$ cat src/design/rmd_defs.svh
// register map, field positions, code groups and fifo sizing for rmd_top
// assumes it is included by bare name inside the design files
`ifndef RMD_DEFS_SVH
`define RMD_DEFS_SVH
`define RMD_A_CTRL 8'h00
`define RMD_A_PAT1 8'h04
`define RMD_A_PAT2 8'h08
`define RMD_A_STAT 8'h0C
`define RMD_A_CNT 8'h10
`define RMD_C_RM 0
`define RMD_C_DEC 1
`define RMD_C_DW 2
`define RMD_C_MODE 5:3
`define RMD_CTRL_RST 6'h06
`define RMD_PAT_RST 20'h3_D0FA
`define RMD_LO_SYM 9:0
`define RMD_HI_SYM 19:10
`define RMD_K307 10'h1E8
`define RMD_K285 10'h0FA
`define RMD_K285_DEC 8'hBC
`define RMD_PPM 300
`define RMD_DEPTH 8
`define RMD_FULL_LVL 4'h7
`define RMD_HI_LVL 4'h6
`define RMD_LO_LVL 4'h2
`define RMD_ZERO_LVL 4'h0
`endif

$ cat src/design/rmd_pkg.sv
// types shared by the rate matcher and decoder
// assumes rmd_defs.svh is not needed here
package rmd_pkg;
  typedef enum logic [2:0] {
    RMD_BASIC, RMD_PCIE, RMD_XAUI, RMD_GIGE, RMD_SRIO
  } rmd_mode_t;
  typedef struct packed {
    logic valid;
    logic [19:0] data;
  } rmd_word_t;
  typedef struct packed {
    logic ins_ok;
    logic pat;
    logic [19:0] data;
  } rmd_ent_t;
  typedef struct packed {
    logic err;
    logic k;
    logic rd;
    logic [7:0] d;
  } rmd_dres_t;
  typedef struct packed {
    logic valid;
    logic [19:0] data;
    logic [1:0] ctrl;
    logic [1:0] err;
  } rmd_dec_t;
endpackage

$ cat src/design/rmd_top.sv
// rate match fifo (double-width) and cascaded 8b/10b decoder
// assumes aligner, register master and fabric share core_clk
`timescale 1ns/1ps
`include "rmd_defs.svh"
// How it works
// - fifo depth and thresholds absorb up to 300 ppm clock offset
// - two programmable 20-bit patterns, control plus skip symbol
// - no insertion or deletion before the aligner reports sync
// - after control then skip, add or drop skips only in pairs
// - drop as many skip pairs per cluster as overflow needs
// - drop a pair only when both halves of one word are skips
// - insert skip pairs as needed, after a word whose high half is a skip
// - separate deletion and insertion pulses to the fabric
// - separate full and empty flags to the fabric
// - word that would fill is dropped, full flagged with next word
// - empty fifo outputs k30.7 pair with empty flag beside it
// - decoder fed by rate matcher when enabled, else aligner
// - single width decodes 10 bits into 8 data plus one flag
// - decoding follows the standard 8b/10b table and disparity
// - decoder forced on in protocol modes, optional in basic
// - flag high for the 12 control groups, low for data
// - k28.5 decodes to bc with its flag in the same cycle
// - low group decoded first, its disparity seeds the high group
// - double width gives 16 data bits and a 2-bit flag per byte
// - double width only in basic double-width mode, optional
module rmd_top import rmd_pkg::*; (
  input wire logic core_clk, // 20 MHz clock
  input wire logic rst, // synchronous reset, high
  input wire logic [7:0] reg_addr, // register byte address
  input wire logic [31:0] reg_wdata, // register write data
  input wire logic reg_wr, // write strobe
  input wire logic reg_rd, // read strobe
  output logic [31:0] reg_rdata, // read data, cycle after strobe
  input wire rmd_word_t al_word, // aligned word from aligner
  input wire logic al_sync, // aligner sync achieved
  input wire logic rd_req, // fabric takes one fifo word
  output rmd_dec_t rx_out, // decoded word and flags
  output logic rm_deleted, // skip pair deleted pulse
  output logic rm_inserted, // skip pair inserted pulse
  output logic rm_full, // fifo full flag
  output logic rm_empty // fifo empty flag
);
  logic [5:0] ctrl_q;
  logic [19:0] pat_q [2];
  logic [31:0] rdata_q;
  rmd_mode_t mode;
  logic dec_on, dw_on, rm_on;
  logic [2:0] st_q, st_lo, st_hi;
  logic [3:0] wp_q, rp_q, lvl;
  rmd_ent_t mem_q [`RMD_DEPTH];
  logic wr, del_ok, del, disc, push, rd, ins, pop, fill;
  logic last_ok_q, last_pat_q, arm_q, del_q, ins_q, full_q, empty_q;
  logic [15:0] del_cnt_q, ins_cnt_q;
  rmd_word_t ro_q, din;
  rmd_dres_t r0, r1;
  logic rd_q;
  rmd_dec_t out_q;

  // one step of cluster tracking: {in cluster, ctrl seen, pattern}
  function automatic logic [2:0] cl_step(logic [2:0] st, logic [9:0] s);
    cl_step = 3'h0;
    if (s == pat_q[0][`RMD_LO_SYM]) begin
      cl_step = 3'h2;
    end else if (s == pat_q[1][`RMD_LO_SYM]) begin
      cl_step = 3'h3;
    end else if ((st[2] || st[1]) && s == pat_q[st[0]][`RMD_HI_SYM]) begin
      cl_step = {2'h2, st[0]};
    end
  endfunction

  // 10-bit group to byte, control flag and ending disparity
  function automatic rmd_dres_t dec10(logic [9:0] c, logic rdi);
    logic [5:0] s6;
    logic [3:0] s4;
    logic r6;
    dec10 = '0;
    s6 = c[9:4];
    s4 = c[3:0];
    r6 = rdi;
    // k28 positive form carries inverted fghj
    if (s6 == 6'h30) begin
      s4 = ~c[3:0];
    end
    case (s6)
      6'b100111, 6'b011000: dec10.d[4:0] = 5'h00;
      6'b011101, 6'b100010: dec10.d[4:0] = 5'h01;
      6'b101101, 6'b010010: dec10.d[4:0] = 5'h02;
      6'b110001: dec10.d[4:0] = 5'h03;
      6'b110101, 6'b001010: dec10.d[4:0] = 5'h04;
      6'b101001: dec10.d[4:0] = 5'h05;
      6'b011001: dec10.d[4:0] = 5'h06;
      6'b111000, 6'b000111: dec10.d[4:0] = 5'h07;
      6'b111001, 6'b000110: dec10.d[4:0] = 5'h08;
      6'b100101: dec10.d[4:0] = 5'h09;
      6'b010101: dec10.d[4:0] = 5'h0A;
      6'b110100: dec10.d[4:0] = 5'h0B;
      6'b001101: dec10.d[4:0] = 5'h0C;
      6'b101100: dec10.d[4:0] = 5'h0D;
      6'b011100: dec10.d[4:0] = 5'h0E;
      6'b010111, 6'b101000: dec10.d[4:0] = 5'h0F;
      6'b011011, 6'b100100: dec10.d[4:0] = 5'h10;
      6'b100011: dec10.d[4:0] = 5'h11;
      6'b010011: dec10.d[4:0] = 5'h12;
      6'b110010: dec10.d[4:0] = 5'h13;
      6'b001011: dec10.d[4:0] = 5'h14;
      6'b101010: dec10.d[4:0] = 5'h15;
      6'b011010: dec10.d[4:0] = 5'h16;
      6'b111010, 6'b000101: dec10.d[4:0] = 5'h17;
      6'b110011, 6'b001100: dec10.d[4:0] = 5'h18;
      6'b100110: dec10.d[4:0] = 5'h19;
      6'b010110: dec10.d[4:0] = 5'h1A;
      6'b110110, 6'b001001: dec10.d[4:0] = 5'h1B;
      6'b001110, 6'b001111, 6'b110000: dec10.d[4:0] = 5'h1C;
      6'b101110, 6'b010001: dec10.d[4:0] = 5'h1D;
      6'b011110, 6'b100001: dec10.d[4:0] = 5'h1E;
      6'b101011, 6'b010100: dec10.d[4:0] = 5'h1F;
      default: dec10.err = 1'b1;
    endcase
    case (s4)
      4'b1011, 4'b0100: dec10.d[7:5] = 3'h0;
      4'b1001: dec10.d[7:5] = 3'h1;
      4'b0101: dec10.d[7:5] = 3'h2;
      4'b1100, 4'b0011: dec10.d[7:5] = 3'h3;
      4'b1101, 4'b0010: dec10.d[7:5] = 3'h4;
      4'b1010: dec10.d[7:5] = 3'h5;
      4'b0110: dec10.d[7:5] = 3'h6;
      4'b1110, 4'b0001, 4'b0111, 4'b1000: dec10.d[7:5] = 3'h7;
      default: dec10.err = 1'b1;
    endcase
    // twelve control groups: k28.x plus k23/27/29/30.7
    dec10.k = (s6 == 6'h0F) || (s6 == 6'h30) ||
      ((c[3:0] == 4'h7 || c[3:0] == 4'h8) &&
       (s6 == 6'h3A || s6 == 6'h05 || s6 == 6'h36 || s6 == 6'h09 ||
        s6 == 6'h2E || s6 == 6'h11 || s6 == 6'h1E || s6 == 6'h21));
    // running disparity after each sub-block
    if ($countones(s6) > 3) begin
      dec10.err = dec10.err | rdi;
      r6 = 1'b1;
    end else if ($countones(s6) < 3) begin
      dec10.err = dec10.err | ~rdi;
      r6 = 1'b0;
    end
    dec10.rd = r6;
    if ($countones(c[3:0]) > 2) begin
      dec10.err = dec10.err | r6;
      dec10.rd = 1'b1;
    end else if ($countones(c[3:0]) < 2) begin
      dec10.err = dec10.err | ~r6;
      dec10.rd = 1'b0;
    end
  endfunction

  // effective configuration
  assign mode = rmd_mode_t'(ctrl_q[`RMD_C_MODE]);
  assign dec_on = (mode != RMD_BASIC) || ctrl_q[`RMD_C_DEC];
  assign dw_on = (mode == RMD_BASIC) && ctrl_q[`RMD_C_DW];
  assign rm_on = ctrl_q[`RMD_C_RM] && dw_on && dec_on;

  // register writes
  always_ff @(posedge core_clk) begin
    if (rst) begin
      ctrl_q <= `RMD_CTRL_RST;
      pat_q[0] <= `RMD_PAT_RST;
      pat_q[1] <= `RMD_PAT_RST;
    end else if (reg_wr) begin
      case (reg_addr)
        `RMD_A_CTRL: ctrl_q <= reg_wdata[5:0];
        `RMD_A_PAT1: pat_q[0] <= reg_wdata[19:0];
        `RMD_A_PAT2: pat_q[1] <= reg_wdata[19:0];
        default: ;
      endcase
    end
  end

  // register reads, unmapped addresses read zero
  always_ff @(posedge core_clk) begin
    if (rst) begin
      rdata_q <= 32'h0000_0000;
    end else if (reg_rd) begin
      case (reg_addr)
        `RMD_A_CTRL: rdata_q <= {26'h000_0000, ctrl_q};
        `RMD_A_PAT1: rdata_q <= {12'h000, pat_q[0]};
        `RMD_A_PAT2: rdata_q <= {12'h000, pat_q[1]};
        `RMD_A_STAT: rdata_q <= {25'h000_0000, rm_on, arm_q, al_sync, lvl};
        `RMD_A_CNT: rdata_q <= {ins_cnt_q, del_cnt_q};
        default: rdata_q <= 32'h0000_0000;
      endcase
    end else begin
      rdata_q <= 32'h0000_0000;
    end
  end
  assign reg_rdata = rdata_q;

  // write side decisions
  assign lvl = wp_q - rp_q;
  assign wr = rm_on && al_word.valid;
  assign st_lo = cl_step(st_q, al_word.data[`RMD_LO_SYM]);
  assign st_hi = cl_step(st_lo, al_word.data[`RMD_HI_SYM]);
  assign del_ok = st_lo[2] && st_hi[2];
  assign del = wr && al_sync && del_ok && lvl >= `RMD_HI_LVL;
  assign disc = wr && !del && lvl == `RMD_FULL_LVL;
  assign push = wr && !del && !disc;

  // cluster tracker follows every aligned word
  always_ff @(posedge core_clk) begin
    if (rst) begin
      st_q <= 3'h0;
    end else if (al_word.valid) begin
      st_q <= st_hi;
    end
  end

  // fifo storage and write pointer
  always_ff @(posedge core_clk) begin
    if (rst) begin
      wp_q <= 4'h0;
    end else if (push) begin
      mem_q[wp_q[2:0]] <= '{ins_ok: st_hi[2], pat: st_hi[0],
                            data: al_word.data};
      wp_q <= wp_q + 4'h1;
    end
  end

  // read side decisions
  assign rd = rm_on && rd_req;
  assign ins = rd && al_sync && last_ok_q && lvl <= `RMD_LO_LVL;
  assign pop = rd && !ins && lvl != `RMD_ZERO_LVL;
  assign fill = rd && !ins && lvl == `RMD_ZERO_LVL;

  // output word: popped entry, inserted skip pair or filler
  always_ff @(posedge core_clk) begin
    if (rst) begin
      rp_q <= 4'h0;
      ro_q <= '0;
      last_ok_q <= 1'b0;
      last_pat_q <= 1'b0;
    end else begin
      ro_q.valid <= rd;
      if (ins) begin
        ro_q.data <= {2{pat_q[last_pat_q][`RMD_HI_SYM]}};
      end else if (pop) begin
        ro_q.data <= mem_q[rp_q[2:0]].data;
        last_ok_q <= mem_q[rp_q[2:0]].ins_ok;
        last_pat_q <= mem_q[rp_q[2:0]].pat;
        rp_q <= rp_q + 4'h1;
      end else if (fill) begin
        ro_q.data <= {`RMD_K307, `RMD_K307};
        last_ok_q <= 1'b0;
      end
    end
  end

  // event and status flags, a new discard wins over the clear
  always_ff @(posedge core_clk) begin
    if (rst) begin
      del_q <= 1'b0;
      ins_q <= 1'b0;
      full_q <= 1'b0;
      empty_q <= 1'b0;
      arm_q <= 1'b0;
    end else begin
      del_q <= del;
      ins_q <= ins;
      empty_q <= fill;
      full_q <= wr && !disc && arm_q;
      if (disc) begin
        arm_q <= 1'b1;
      end else if (wr) begin
        arm_q <= 1'b0;
      end
    end
  end
  assign rm_deleted = del_q;
  assign rm_inserted = ins_q;
  assign rm_full = full_q;
  assign rm_empty = empty_q;

  // event counters for software
  always_ff @(posedge core_clk) begin
    if (rst) begin
      del_cnt_q <= 16'h0000;
      ins_cnt_q <= 16'h0000;
    end else begin
      del_cnt_q <= del_cnt_q + {15'h0000, del};
      ins_cnt_q <= ins_cnt_q + {15'h0000, ins};
    end
  end

  // decoder source and cascade
  assign din = rm_on ? ro_q : al_word;
  assign r0 = dec10(din.data[`RMD_LO_SYM], rd_q);
  assign r1 = dec10(din.data[`RMD_HI_SYM], r0.rd);

  // registered decoder output keeps bytes and flags together
  always_ff @(posedge core_clk) begin
    if (rst) begin
      rd_q <= 1'b0;
      out_q <= '0;
    end else begin
      out_q.valid <= din.valid;
      if (din.valid) begin
        if (!dec_on) begin
          out_q <= '{valid: 1'b1, data: din.data, ctrl: 2'h0, err: 2'h0};
        end else if (dw_on) begin
          out_q <= '{valid: 1'b1, data: {4'h0, r1.d, r0.d},
                     ctrl: {r1.k, r0.k}, err: {r1.err, r0.err}};
          rd_q <= r1.rd;
        end else begin
          out_q <= '{valid: 1'b1, data: {12'h000, r0.d},
                     ctrl: {1'b0, r0.k}, err: {1'b0, r0.err}};
          rd_q <= r0.rd;
        end
      end
    end
  end
  assign rx_out = out_q;

  // checks on the rate matcher and decoder
  property p_del_sync;
    @(posedge core_clk) disable iff (rst)
      rm_deleted |-> $past(al_sync) && $past(rm_on);
  endproperty
  a_del_sync: assert property (p_del_sync) else $error("delete no sync");
  property p_del_pair;
    @(posedge core_clk) disable iff (rst)
      del |-> al_word.data[`RMD_HI_SYM] == al_word.data[`RMD_LO_SYM] &&
        lvl >= `RMD_HI_LVL;
  endproperty
  a_del_pair: assert property (p_del_pair) else $error("bad delete");
  property p_ins_lvl;
    @(posedge core_clk) disable iff (rst)
      ins |=> rm_inserted && $past(lvl) <= `RMD_LO_LVL &&
        ro_q.data[`RMD_HI_SYM] == ro_q.data[`RMD_LO_SYM];
  endproperty
  a_ins_lvl: assert property (p_ins_lvl) else $error("bad insert");
  property p_disc;
    @(posedge core_clk) disable iff (rst)
      disc && !pop |=> lvl == $past(lvl);
  endproperty
  a_disc: assert property (p_disc) else $error("full word kept");
  // helper: a discard still waiting for the next accepted word
  logic full_pend_q;
  always_ff @(posedge core_clk) begin
    if (rst) begin
      full_pend_q <= 1'b0;
    end else if (wr) begin
      full_pend_q <= disc;
    end
  end
  property p_full_next;
    @(posedge core_clk) disable iff (rst)
      wr && !disc |=> rm_full == $past(full_pend_q);
  endproperty
  a_full_next: assert property (p_full_next) else $error("no full");
  property p_fill;
    @(posedge core_clk) disable iff (rst)
      fill |=> rm_empty && ro_q.data == {`RMD_K307, `RMD_K307};
  endproperty
  a_fill: assert property (p_fill) else $error("no filler");
  property p_k285;
    @(posedge core_clk) disable iff (rst)
      din.valid && dec_on && din.data[`RMD_LO_SYM] == `RMD_K285 |=>
        rx_out.data[7:0] == `RMD_K285_DEC && rx_out.ctrl[0];
  endproperty
  a_k285: assert property (p_k285) else $error("k28.5 wrong");
  property p_sw;
    @(posedge core_clk) disable iff (rst)
      din.valid && !dw_on |=> rx_out.ctrl[1] == 1'b0;
  endproperty
  a_sw: assert property (p_sw) else $error("high flag single");
  property p_lvl;
    @(posedge core_clk) disable iff (rst)
      lvl <= `RMD_FULL_LVL && (rm_on || (!del && !ins));
  endproperty
  a_lvl: assert property (p_lvl) else $error("fifo overrun");
  c_del: cover property (@(posedge core_clk) disable iff (rst) del);
  c_ins: cover property (@(posedge core_clk) disable iff (rst) ins);
  c_fill: cover property (@(posedge core_clk) disable iff (rst) fill);
  c_disc: cover property (@(posedge core_clk) disable iff (rst) disc);
endmodule

$ cat config.mk
export PLATFORM = sky130hd
export DESIGN_NAME = rmd_top
export DESIGN_NICKNAME = d
export VERILOG_FILES = /design/src/design/rmd_pkg.sv /design/src/design/rmd_top.sv
export VERILOG_INCLUDE_DIRS = /design/src /design/src/design
export SDC_FILE = /design/constraint.sdc
export NUM_CORES = 1
export LEC_CHECK = 0
export BUFFER_PORTS_ARGS = -buffer_cell sky130_fd_sc_hd__buf_4
export CAP_MARGIN = 20
export CORE_MARGIN = 5
export CORE_UTILIZATION = 25
export CTS_BUF_LIST = sky130_fd_sc_hd__clkbuf_8
export DETAILED_ROUTE_END_ITERATION = 10
export PLACE_DENSITY_LB_ADDON = 0.05
export SLEW_MARGIN = 10
export SYNTH_ARGS = -nofsm -noshare
export SYNTH_HDL_FRONTEND = slang
export SYNTH_SLANG_ARGS = --single-unit
$ cat constraint.sdc
create_clock -name core_clk -period 18.33 [get_ports core_clk]
set_clock_uncertainty 0.2 [all_clocks]
set_input_delay 5.499 -clock core_clk [delete_from_list [all_inputs] [get_ports core_clk]]
set_output_delay 5.499 -clock core_clk [all_outputs]
set_load 0.02 [all_outputs]
Yosys cells after proc, flatten, opt, wreduce, memory -nomap -nowiden
Memories as Yosys holds them, arrays and structs flattened. A register that Yosys moved wholly into a read port is not among the register bits. Index checks and enable logic that the tools add are counted.

Bits of input ports: 67. RAM bits: 216. Word-level logic and storage cells: 379. Bits in registers: 135. Output and inout port bits: 61. Memories kept: 2.

Multiplexer cells: 65. Reduce and logical (&&, ||, !) cells: 102. Bitwise logic cells: 19. $lt $le $gt $ge: 10. Add/sub/neg operators: 21. Equal/unequal tests: 139.

Memories: mem_q (words 8, bits a word 22, read ports 1, clocked after memory_dff 1, write ports 1, line rmd_top.sv:50) `` rmd_ent_t mem_q [`RMD_DEPTH]; ``; pat_q (words 2, bits a word 20, read ports 5, clocked after memory_dff 2, write ports 2, line rmd_top.sv:44) `logic [19:0] pat_q [2];`.

Operators by type and width (count): case mux 5 bit (31 select lines) (2); == test 6 bit, second input constant (48); == test 6 x 5 -> 1 bit, second input constant (28); case mux 32 bit (5 select lines) (1); > comparator 32 x 3 -> 1 bit, second input constant (4); 2-to-1 mux 20 bit (6); OR reduction 48 bit (2); == test 6 x 4 -> 1 bit, second input constant (14); == test 4 bit, second input constant (16); OR reduction 2 bit (32); == test 10 bit (6); == test 4 x 3 -> 1 bit, second input constant (11); 2-to-1 mux 1 bit (42); case mux 3 bit (7 select lines) (2); == test 6 x 3 -> 1 bit, second input constant (6); adder 16 x 1 -> 16 bit (2); OR reduction 14 bit (2); logical AND 1 bit (24); 2-to-1 mux 24 bit (1); 2-to-1 mux 3 bit (8); logical OR 1 bit (23); 2-to-1 mux 21 bit (1); adder 1 x 1 -> 2 bit (10); == test 4 x 2 -> 1 bit, second input constant (4); other kinds (26) (61).

Depth between registers and ports, before layout
Gate-level depths: netlist of run 1.

Depth after elaboration: 22. Mapped depth: 22. Gate-level depth less buffers: 19.

Worst setup path before layout of run 1
Ideal clock, no wire load.

Path kind: input to register. Start point: input al_word[8] (netlist bit). End point: memory mem_q[0][0] (netlist bit) (enable). Arrival: 9504 ps. Data required time: 17673 ps. Stages: 10. Slack: 8169 ps. Cells stage by stage: clkbuf_1 > xor2_1 > o2111ai_1 > or4_1 > clkbuf_1 > mux2i_1 > a221oi_2 > nand4_2 > o21ai_2 > nor4_1.

Longest elaborated chain between the ends: 22. Elaborated cells between the ends (all ways): 25.

Ends and longest elaborated chain: start, declared (line rmd_top.sv:34) `input wire rmd_word_t al_word,`; == test 10 bit (line rmd_top.sv:66) `` end else if ((st[2] || st[1]) && s == pat_q[st[0]][`RMD_HI_SYM]) begin ``; logical AND 1 bit (line rmd_top.sv:66); 2-to-1 mux 3 bit (line rmd_top.sv:66); 2-to-1 mux 3 bit (line rmd_top.sv:64) `` end else if (s == pat_q[1][`RMD_LO_SYM]) begin ``; 2-to-1 mux 3 bit (*) (line rmd_top.sv:62) `` if (s == pat_q[0][`RMD_LO_SYM]) begin ``; memory read (2 x 20 bit); == test 10 bit (line rmd_top.sv:66); logical AND 1 bit (line rmd_top.sv:66); [... 6 more ...]; zero test 1 bit (*) (line rmd_top.sv:201, rmd_top.sv:202); logical AND 1 bit (*) (line rmd_top.sv:201, rmd_top.sv:202); logical AND 1 bit (no line); zero test 1 bit (line rmd_top.sv:202) `assign push = wr && !del && !disc;`; logical AND 1 bit (*) (line rmd_top.sv:202); 2-to-1 mux 1 bit (*) (line rmd_top.sv:217) `end else if (push) begin`; 2-to-1 mux 1 bit (*) (line rmd_top.sv:215) `if (rst) begin`; 2-to-1 mux 1 bit (not written as such) (*) (line rmd_top.sv:218) `mem_q[wp_q[2:0]] <= '{ins_ok: st_hi[2], pat: st_hi[0],`; end, declared (line rmd_top.sv:50).

Every way passes the cells marked *; elsewhere a longest branch is shown, timed or not.

Worst setup path after layout of run 1
Start point: input al_word[17] (netlist bit). End point: register out_q (netlist bit rx_out[1]).

Longest elaborated chain between the ends: 14. Elaborated cells between the ends (all ways): 86.

Ends and longest elaborated chain: 2-to-1 mux 21 bit (*) (line rmd_top.sv:290) `assign din = rm_on ? ro_q : al_word;`; branches (longest 10 deep; another with > comparator 32 x 3 -> 1 bit); 2-to-1 mux 1 bit (*) (line rmd_top.sv:144) `if ($countones(c[3:0]) > 2) begin`; 2-to-1 mux 20 bit (*) (line rmd_top.sv:304) `end else if (dw_on) begin`; 2-to-1 mux 24 bit (*) (line rmd_top.sv:302) `if (!dec_on) begin`; end signal, assigned (line rmd_top.sv:303) `out_q <= '{valid: 1'b1, data: din.data, ctrl: 2'h0, err: 2'h0};`; end signal, assigned (line rmd_top.sv:305) `out_q <= '{valid: 1'b1, data: {4'h0, r1.d, r0.d},`; end signal, assigned (line rmd_top.sv:309) `out_q <= '{valid: 1'b1, data: {12'h000, r0.d},`; end, declared (line rmd_top.sv:57) `rmd_dec_t out_q;`.

Every way passes the cells marked *. A chain may end at the register's enable or synchronous reset.

==> results.md, run 1 <==
- Final setup violation count: 0
- Syn_area_per_cell: 11.23 sq um
- Sequential element share of the synthesized area: 52.19%
- Post-route DRC violation count: 0
- Critical Path AT: 9.93 ns
- CTS H-tree depth: 3
- CP Max Fanout: 18
- Pwr/cell area: 87.04 nW/um^2
- Tot Pwr: 1845 uW
- Startpoint class of the critical path: input port
- Routed vias/inst: 4.934
- Wire per inst: 23.36 um
- Layout cell share with drive strength beyond 1: 19.85%
- Vias: 13,318
- Post-CTS sizing: 0
- Mapped Cells: 1,585
- TritonRoute pass-1 iters: 6
- Clock Path Buffers: 3
- Largest net degree at the start of global routing: 46
- Outcome: completed
- Max-slew violation count: 0
- Crit path from: al_word[17]
- Placed Cells: 2,570
- CP max-delay cell: a21oi_1
- Worst hold start: rx_out[21]
- Final Hold Viols: 0
- Crit path time final: 9.627 ns
- VDD IR-drop max: 0.03836 mV
- Async set-reset flop share out of synthesis: 0%
- Post-synthesis cell type count: 85
- Max incr delay on CP: 0.61 ns
- Max_slew headroom: 33.54%
- CTS tree: yes
- Filler cell count: 7,201
- I/O Pins: 128
- Final Non-Filler Cells: 2,699
- Critical path class: input port to flip-flop
- Fmax: 103.9 MHz
- # Post-CTS Setup Buffers: 0
- Ys flop type: edfxtp_1
- FF+latch count, synth: 356
- Worst Path Required: 18.64 ns
- Global-route wire length before repair: 93,660 um
- CTS Hold Bufs: 0
- Die height: 276.8 um
- Num CTS Buffers: 69
- Total gr overflow: 0
- Clock Sinks: 356
- Sum Neg Setup Slack: 0 ns
- RSZ-0062 raised after global routing: false
- Max Cap Violations: 0
- Commonest non-fill, non-tap cells in the layout: edfxtp_1 (216), nor2_1 (152), buf_4 (146), dfxtp_1 (138), nand2_1 (81)
- HP Class: flip-flop to flip-flop
- Area of the die: 76,630 sq um
- Number of synthesized flops with an enable pin: 216
- Core ar.: 70,270 sq um
- Pleak: 0.007508 uW
- I/O Buffers: 115
- Total Routing Usage GR: 16.10%
- Initial Util: 25.33%
- Cell Area, Synth: 17,800 sq um
- Synth Warn #: 0
- Routed wire length: 63,040 um
- Cell Chain, Critical Path: buf_4 > inv_1 > a21oi_1 > a21oi_1 > inv_1 > fa_1 > inv_1 > fa_1 > inv_1 > ha_1 > inv_1 > fa_1 > nor2b_1 > nand2_1 > o22ai_1 > a21oi_1 > nor4_1 > a211oi_2
- Worst-skew pair later-pin latency: 0.64 ns
- GPL Wtd Cong: 0.8659
- Initial antenna violation count: 2
- Tcrit/Tclk final: 52.52%
- Syn nets: 1,690
- Post-DRT Antenna Nets: 0
- Reg-to-reg startpoint: ctrl_q[5]
- P&R area growth vs syn: 19.11%
- Nature of the critical path endpoint: flip-flop
- CTS Root Cell: clkbuf_8
- Kind of cell adding the most delay to the critical path: adder cells
- Number of global-route vias before repair: 13,767
- Worst-path clk slew: 0.06 ns
- Most used cell, CP: inv_1
- Critical path buffers and inverters: 6
- Slew @ Worst Pin: 0.9893 ns
- Row count: 97
- Final #Nets: 1,807
- Commonest non-fill, non-tap cell in the layout: edfxtp_1
- Die Wd: 276.8 um
- Violation count after the first detailed-route iteration: 940
- Dpl hpwl: 44,000 um
==> state kept, by name (all words and copies together), names as in the netlist, 3 cells and up, named ones only <==
signal,count
ctrl_q,6
del_cnt_q,16
ins_cnt_q,16
mem_q,176
pat_q,40
reg_rdata,32
ro_q,21
rp_q,4
rx_out,25
st_q,3
wp_q,4
==> stage by stage <==
stage	utilization [%]	worst slack, ns	instance area (sq um)	hold WS [ns]
2_1_floorplan	-	8.169	17800	0.2298
3_3_place_gp	28.10	8.073	19740	0.2475
3_5_place_dp	28.10	8.048	19740	0.2465
4_1_cts	30.15	8.775	21190	0.2529
5_1_grt	30.17	8.379	21200	0.2857
6_report	30.17	8.703	21200	0.2488
==> worst min-delay path: cells and delay by family (launching register included) <==
kind            cells  cell delay [ns]
flops               1             0.30
simple gates        1             0.05
compound gates      1             0.05
==> metal layers <==
metal | GRT usage (%) | wire (um) | up-vias
met5 | 0 | 11 | -
met2 | 26.39 | 29540 | 343
met3 | 3.001 | 2636 | 103
li1 | - | - | 6192
met4 | 5.059 | 1964 | 2
met1 | 21.69 | 28890 | 6678
==> final cells by class <==
cell class	count	area [sq um]	area share, %
antenna	1	2.502	0.01180
clock buffer	80	1101	5.193
clock inverter	47	342.8	1.617
inverter	63	236.5	1.115
multi-input combinational	1065	7944	37.47
sequential	356	9291	43.82
tap	940	1176	5.547
timing repair buffer	147	1107	5.223
==> where the power goes <==
part | internal (uW) | switching (uW)
registers | 857 | 13.5
logic | 52.0 | 90.8
clock network | 471 | 362
total | 1380 | 466
==> kinds of logic after synthesis <==
family	Yosys count	synth area share [%]
AND/OR/NAND/NOR	511	14.61
flip-flops	356	52.19
AO/OA/AOI/OAI	300	11.82
buffers and inverters	164	3.578
multiplexers	119	9.989
XOR/XNOR	97	4.773
adder cells (fa/ha/maj)	38	3.051
==> synth_stat cells, types with 30 or more instances <==
library cell / n / area share (%)
nand3_1: 45 / 1.3
nor2_1: 152 / 3.2
clkbuf_1: 82 / 1.7
dfxtp_1: 140 / 16
nand2_1: 81 / 1.7
a211oi_1: 31 / 1.3
a21oi_1: 71 / 2.0
and2_1: 30 / 1.1
o21ai_0: 54 / 1.5
nor3_1: 45 / 1.3
mux2i_1: 52 / 2.9
xnor2_1: 48 / 2.4
mux4_2: 44 / 5.6
xor2_1: 49 / 2.4
edfxtp_1: 216 / 36
inv_1: 61 / 1.3
==> path summary, 6_finish.rpt <==
check	endpoint	slack, ns	cells past startpoint
hold / removal	rx_out[21]	0.25	2
setup / recovery	rx_out[1]	8.70	18
setup reg to reg	rx_out[1]	12.30	20
hold reg to reg	rx_out[21]	0.25	2
Note: power is estimated with default switching activity, not from simulation.
==> inputs of run 2 (changes only) <==
==> constraint.sdc (replaced) <==
create_clock -name core_clk -period 9.2 [get_ports core_clk]
set_clock_uncertainty 0.2 [all_clocks]
set_input_delay 2.76 -clock core_clk [delete_from_list [all_inputs] [get_ports core_clk]]
set_output_delay 2.76 -clock core_clk [all_outputs]
set_load 0.02 [all_outputs]
==> results.md, run 2 (same netlist as run 1, synthesis figures left out) <==
- Clock Path Buffers: 3
- Fmax: 146.0 MHz
- VDD IR-drop max: 0.07817 mV
- Slew @ Worst Pin: 1.018 ns
- Clock share of power: 45.4%
- CTS tree: yes
- Multi-input logic area: 7938 sq um
- Design area: 21,230 sq um
- Initial Util: 25.33%
- CP Max Fanout: 14
- Startpoint class of the critical path: input port
- Post-CTS sizing: 0
- Crit path time final: 6.851 ns
- Hold path cells: 2
- Row count: 97
- Final #Nets: 1,809
- HP Class: flip-flop to flip-flop
- Core ar.: 70,270 sq um
- Critical Path AT: 7.18 ns
- RSZ-0062 raised after global routing: false
- Nature of the critical path endpoint: flip-flop
- Global-route wire length before repair: 93,280 um
- CTS Hold Bufs: 0
- Logic pwr share: 7.7%
- Max_slew headroom: 32.15%
- Initial antenna violation count: 3
- I/O Buffers: 115
- Switching Power: 944.2 uW
- Final setup violation count: 0
- Pwr/cell area: 174.1 nW/um^2
- Max-slew violation count: 0
- TritonRoute pass-1 iters: 6
- Routed vias/inst: 4.928
- Die Wd: 276.8 um
- I/O Pins: 128
- Commonest non-fill, non-tap cells in the layout: edfxtp_1 (216), nor2_1 (152), buf_4 (146), dfxtp_1 (138), nand2_1 (81)
- Number of global-route vias before repair: 13,728
- Pleak: 0.007525 uW
- Total gr overflow: 0
- CTS Root Cell: clkbuf_8
- # Post-CTS Setup Buffers: 0
- Final Hold Viols: 0
- Vias: 13,301
- Critical path class: input port to flip-flop
- Sw Share: 25.54%
- Register area: 9291 sq um
- Placed instance area: 19,760 sq um
- Area of the die: 76,630 sq um
- Tcrit/Tclk final: 74.47%
- Pint: 2752 uW
- Number of flip-flops in the largest register: 176
- Max Cap Violations: 0
- Total Routing Usage GR: 16.06%
- Clock Sinks: 356
- Largest net degree at the start of global routing: 112
- Hold Slack: 0.2494 ns
- Dpl hpwl: 43,990 um
- Num CTS Buffers: 70
- Violation count after the first detailed-route iteration: 827
- Post-DRT Antenna Nets: 0
- Die height: 276.8 um
- Routed wire length: 63,400 um
- Post-route DRC violation count: 0
- Wire per inst: 23.49 um
- Reg2reg setup slack: 3.09 ns
- Sum Neg Setup Slack: 0 ns
- FF-to-FF path depth: 20
- Commonest non-fill, non-tap cell in the layout: edfxtp_1
- Seq pwr share: 46.9%
- GPL Wtd Cong: 0.8789
- CTS H-tree depth: 3
- Worst Path Required: 9.53 ns
- Worst-path clk slew: 0.06 ns
- P&R area growth vs syn: 19.26%
- Outcome: completed
- Filler cell count: 7,253
- Layout cell share with drive strength beyond 1: 19.46%
- Worst-skew pair later-pin latency: 0.67 ns
-- run 2: changes by cell type in the layout (fill, tap and decap cells not counted), moves of 2 or more --
| cell | previous run | this run |
|---|---|---|
| clkinv_8 | 0 | 2 |
| clkbuf_8 | 80 | 76 |
| clkinvlp_4 | 3 | 0 |
| inv_1 | 78 | 80 |
| inv_6 | 0 | 3 |
| clkinv_1 | 10 | 13 |
| clkinv_2 | 13 | 6 |
-- run 2: per-stage QoR --
| stage | std cells | utilization (%) | power (uW) | setup WS (ns) |
|---|---|---|---|---|
| floorplan | 1585 | - | 1925 | 1.778 |
| global placement | 2570 | 28.11 | 2054 | 1.632 |
| detailed placement | 2571 | 28.12 | 2055 | 1.650 |
| CTS | 2696 | 30.18 | 3772 | 2.393 |
| global route | 2698 | 30.20 | 3866 | 2.066 |
| finish | 2699 | 30.21 | 3696 | 2.349 |
-- run 2: worst paths after layout --
| path | from | to |
|---|---|---|
| min | rx_out[21] | rx_out[21] |
| max | al_word[7] | rx_out[1] |
| min reg2reg | rx_out[21] | rx_out[21] |
| max reg2reg | ctrl_q[5] | rx_out[1] |
-- run 2: critical path, stage by stage --
cell,delay (ns)
buf_4,0.20
o21ai_0,0.16
and2_1,0.45
inv_1,0.23
fa_1,0.58
inv_1,0.05
fa_1,0.47
inv_1,0.04
ha_1,0.16
inv_1,0.06
fa_1,0.41
nor2b_1,0.24
nand2_1,0.08
a31oi_1,0.37
nand2_1,0.13
o22ai_1,0.19
a21oi_1,0.10
nor4_1,0.38
a211oi_2,0.12
-- run 2: layer usage --
layer	wire length, um	vias to the layer above	track usage, %	part of all wire, %
met1	29230	6641	22.14	46
met5	0	-	0	0
li1	-	6205	-	-
met3	2974	102	2.748	4.7
met4	1842	0	4.982	2.9
met2	29350	353	25.93	46
-- run 2: layout make-up --
cell class                 count  area share, %
sequential                   356          43.77
multi-input combinational   1065          37.39
tap                          940          5.540
timing repair buffer         148          5.328
clock buffer                  76          4.927
clock inverter                49          1.904
inverter                      63          1.114
antenna                        2        0.02358
-- run 2: power groups by stage --
stage	sequential [uW]	clock, uW	combinational, uW
finish	1730	1680	285
global route	1730	1820	315
CTS	1730	1750	289
detailed placement	1770	0	288
global placement	1770	0	287
floorplan	1760	0	164
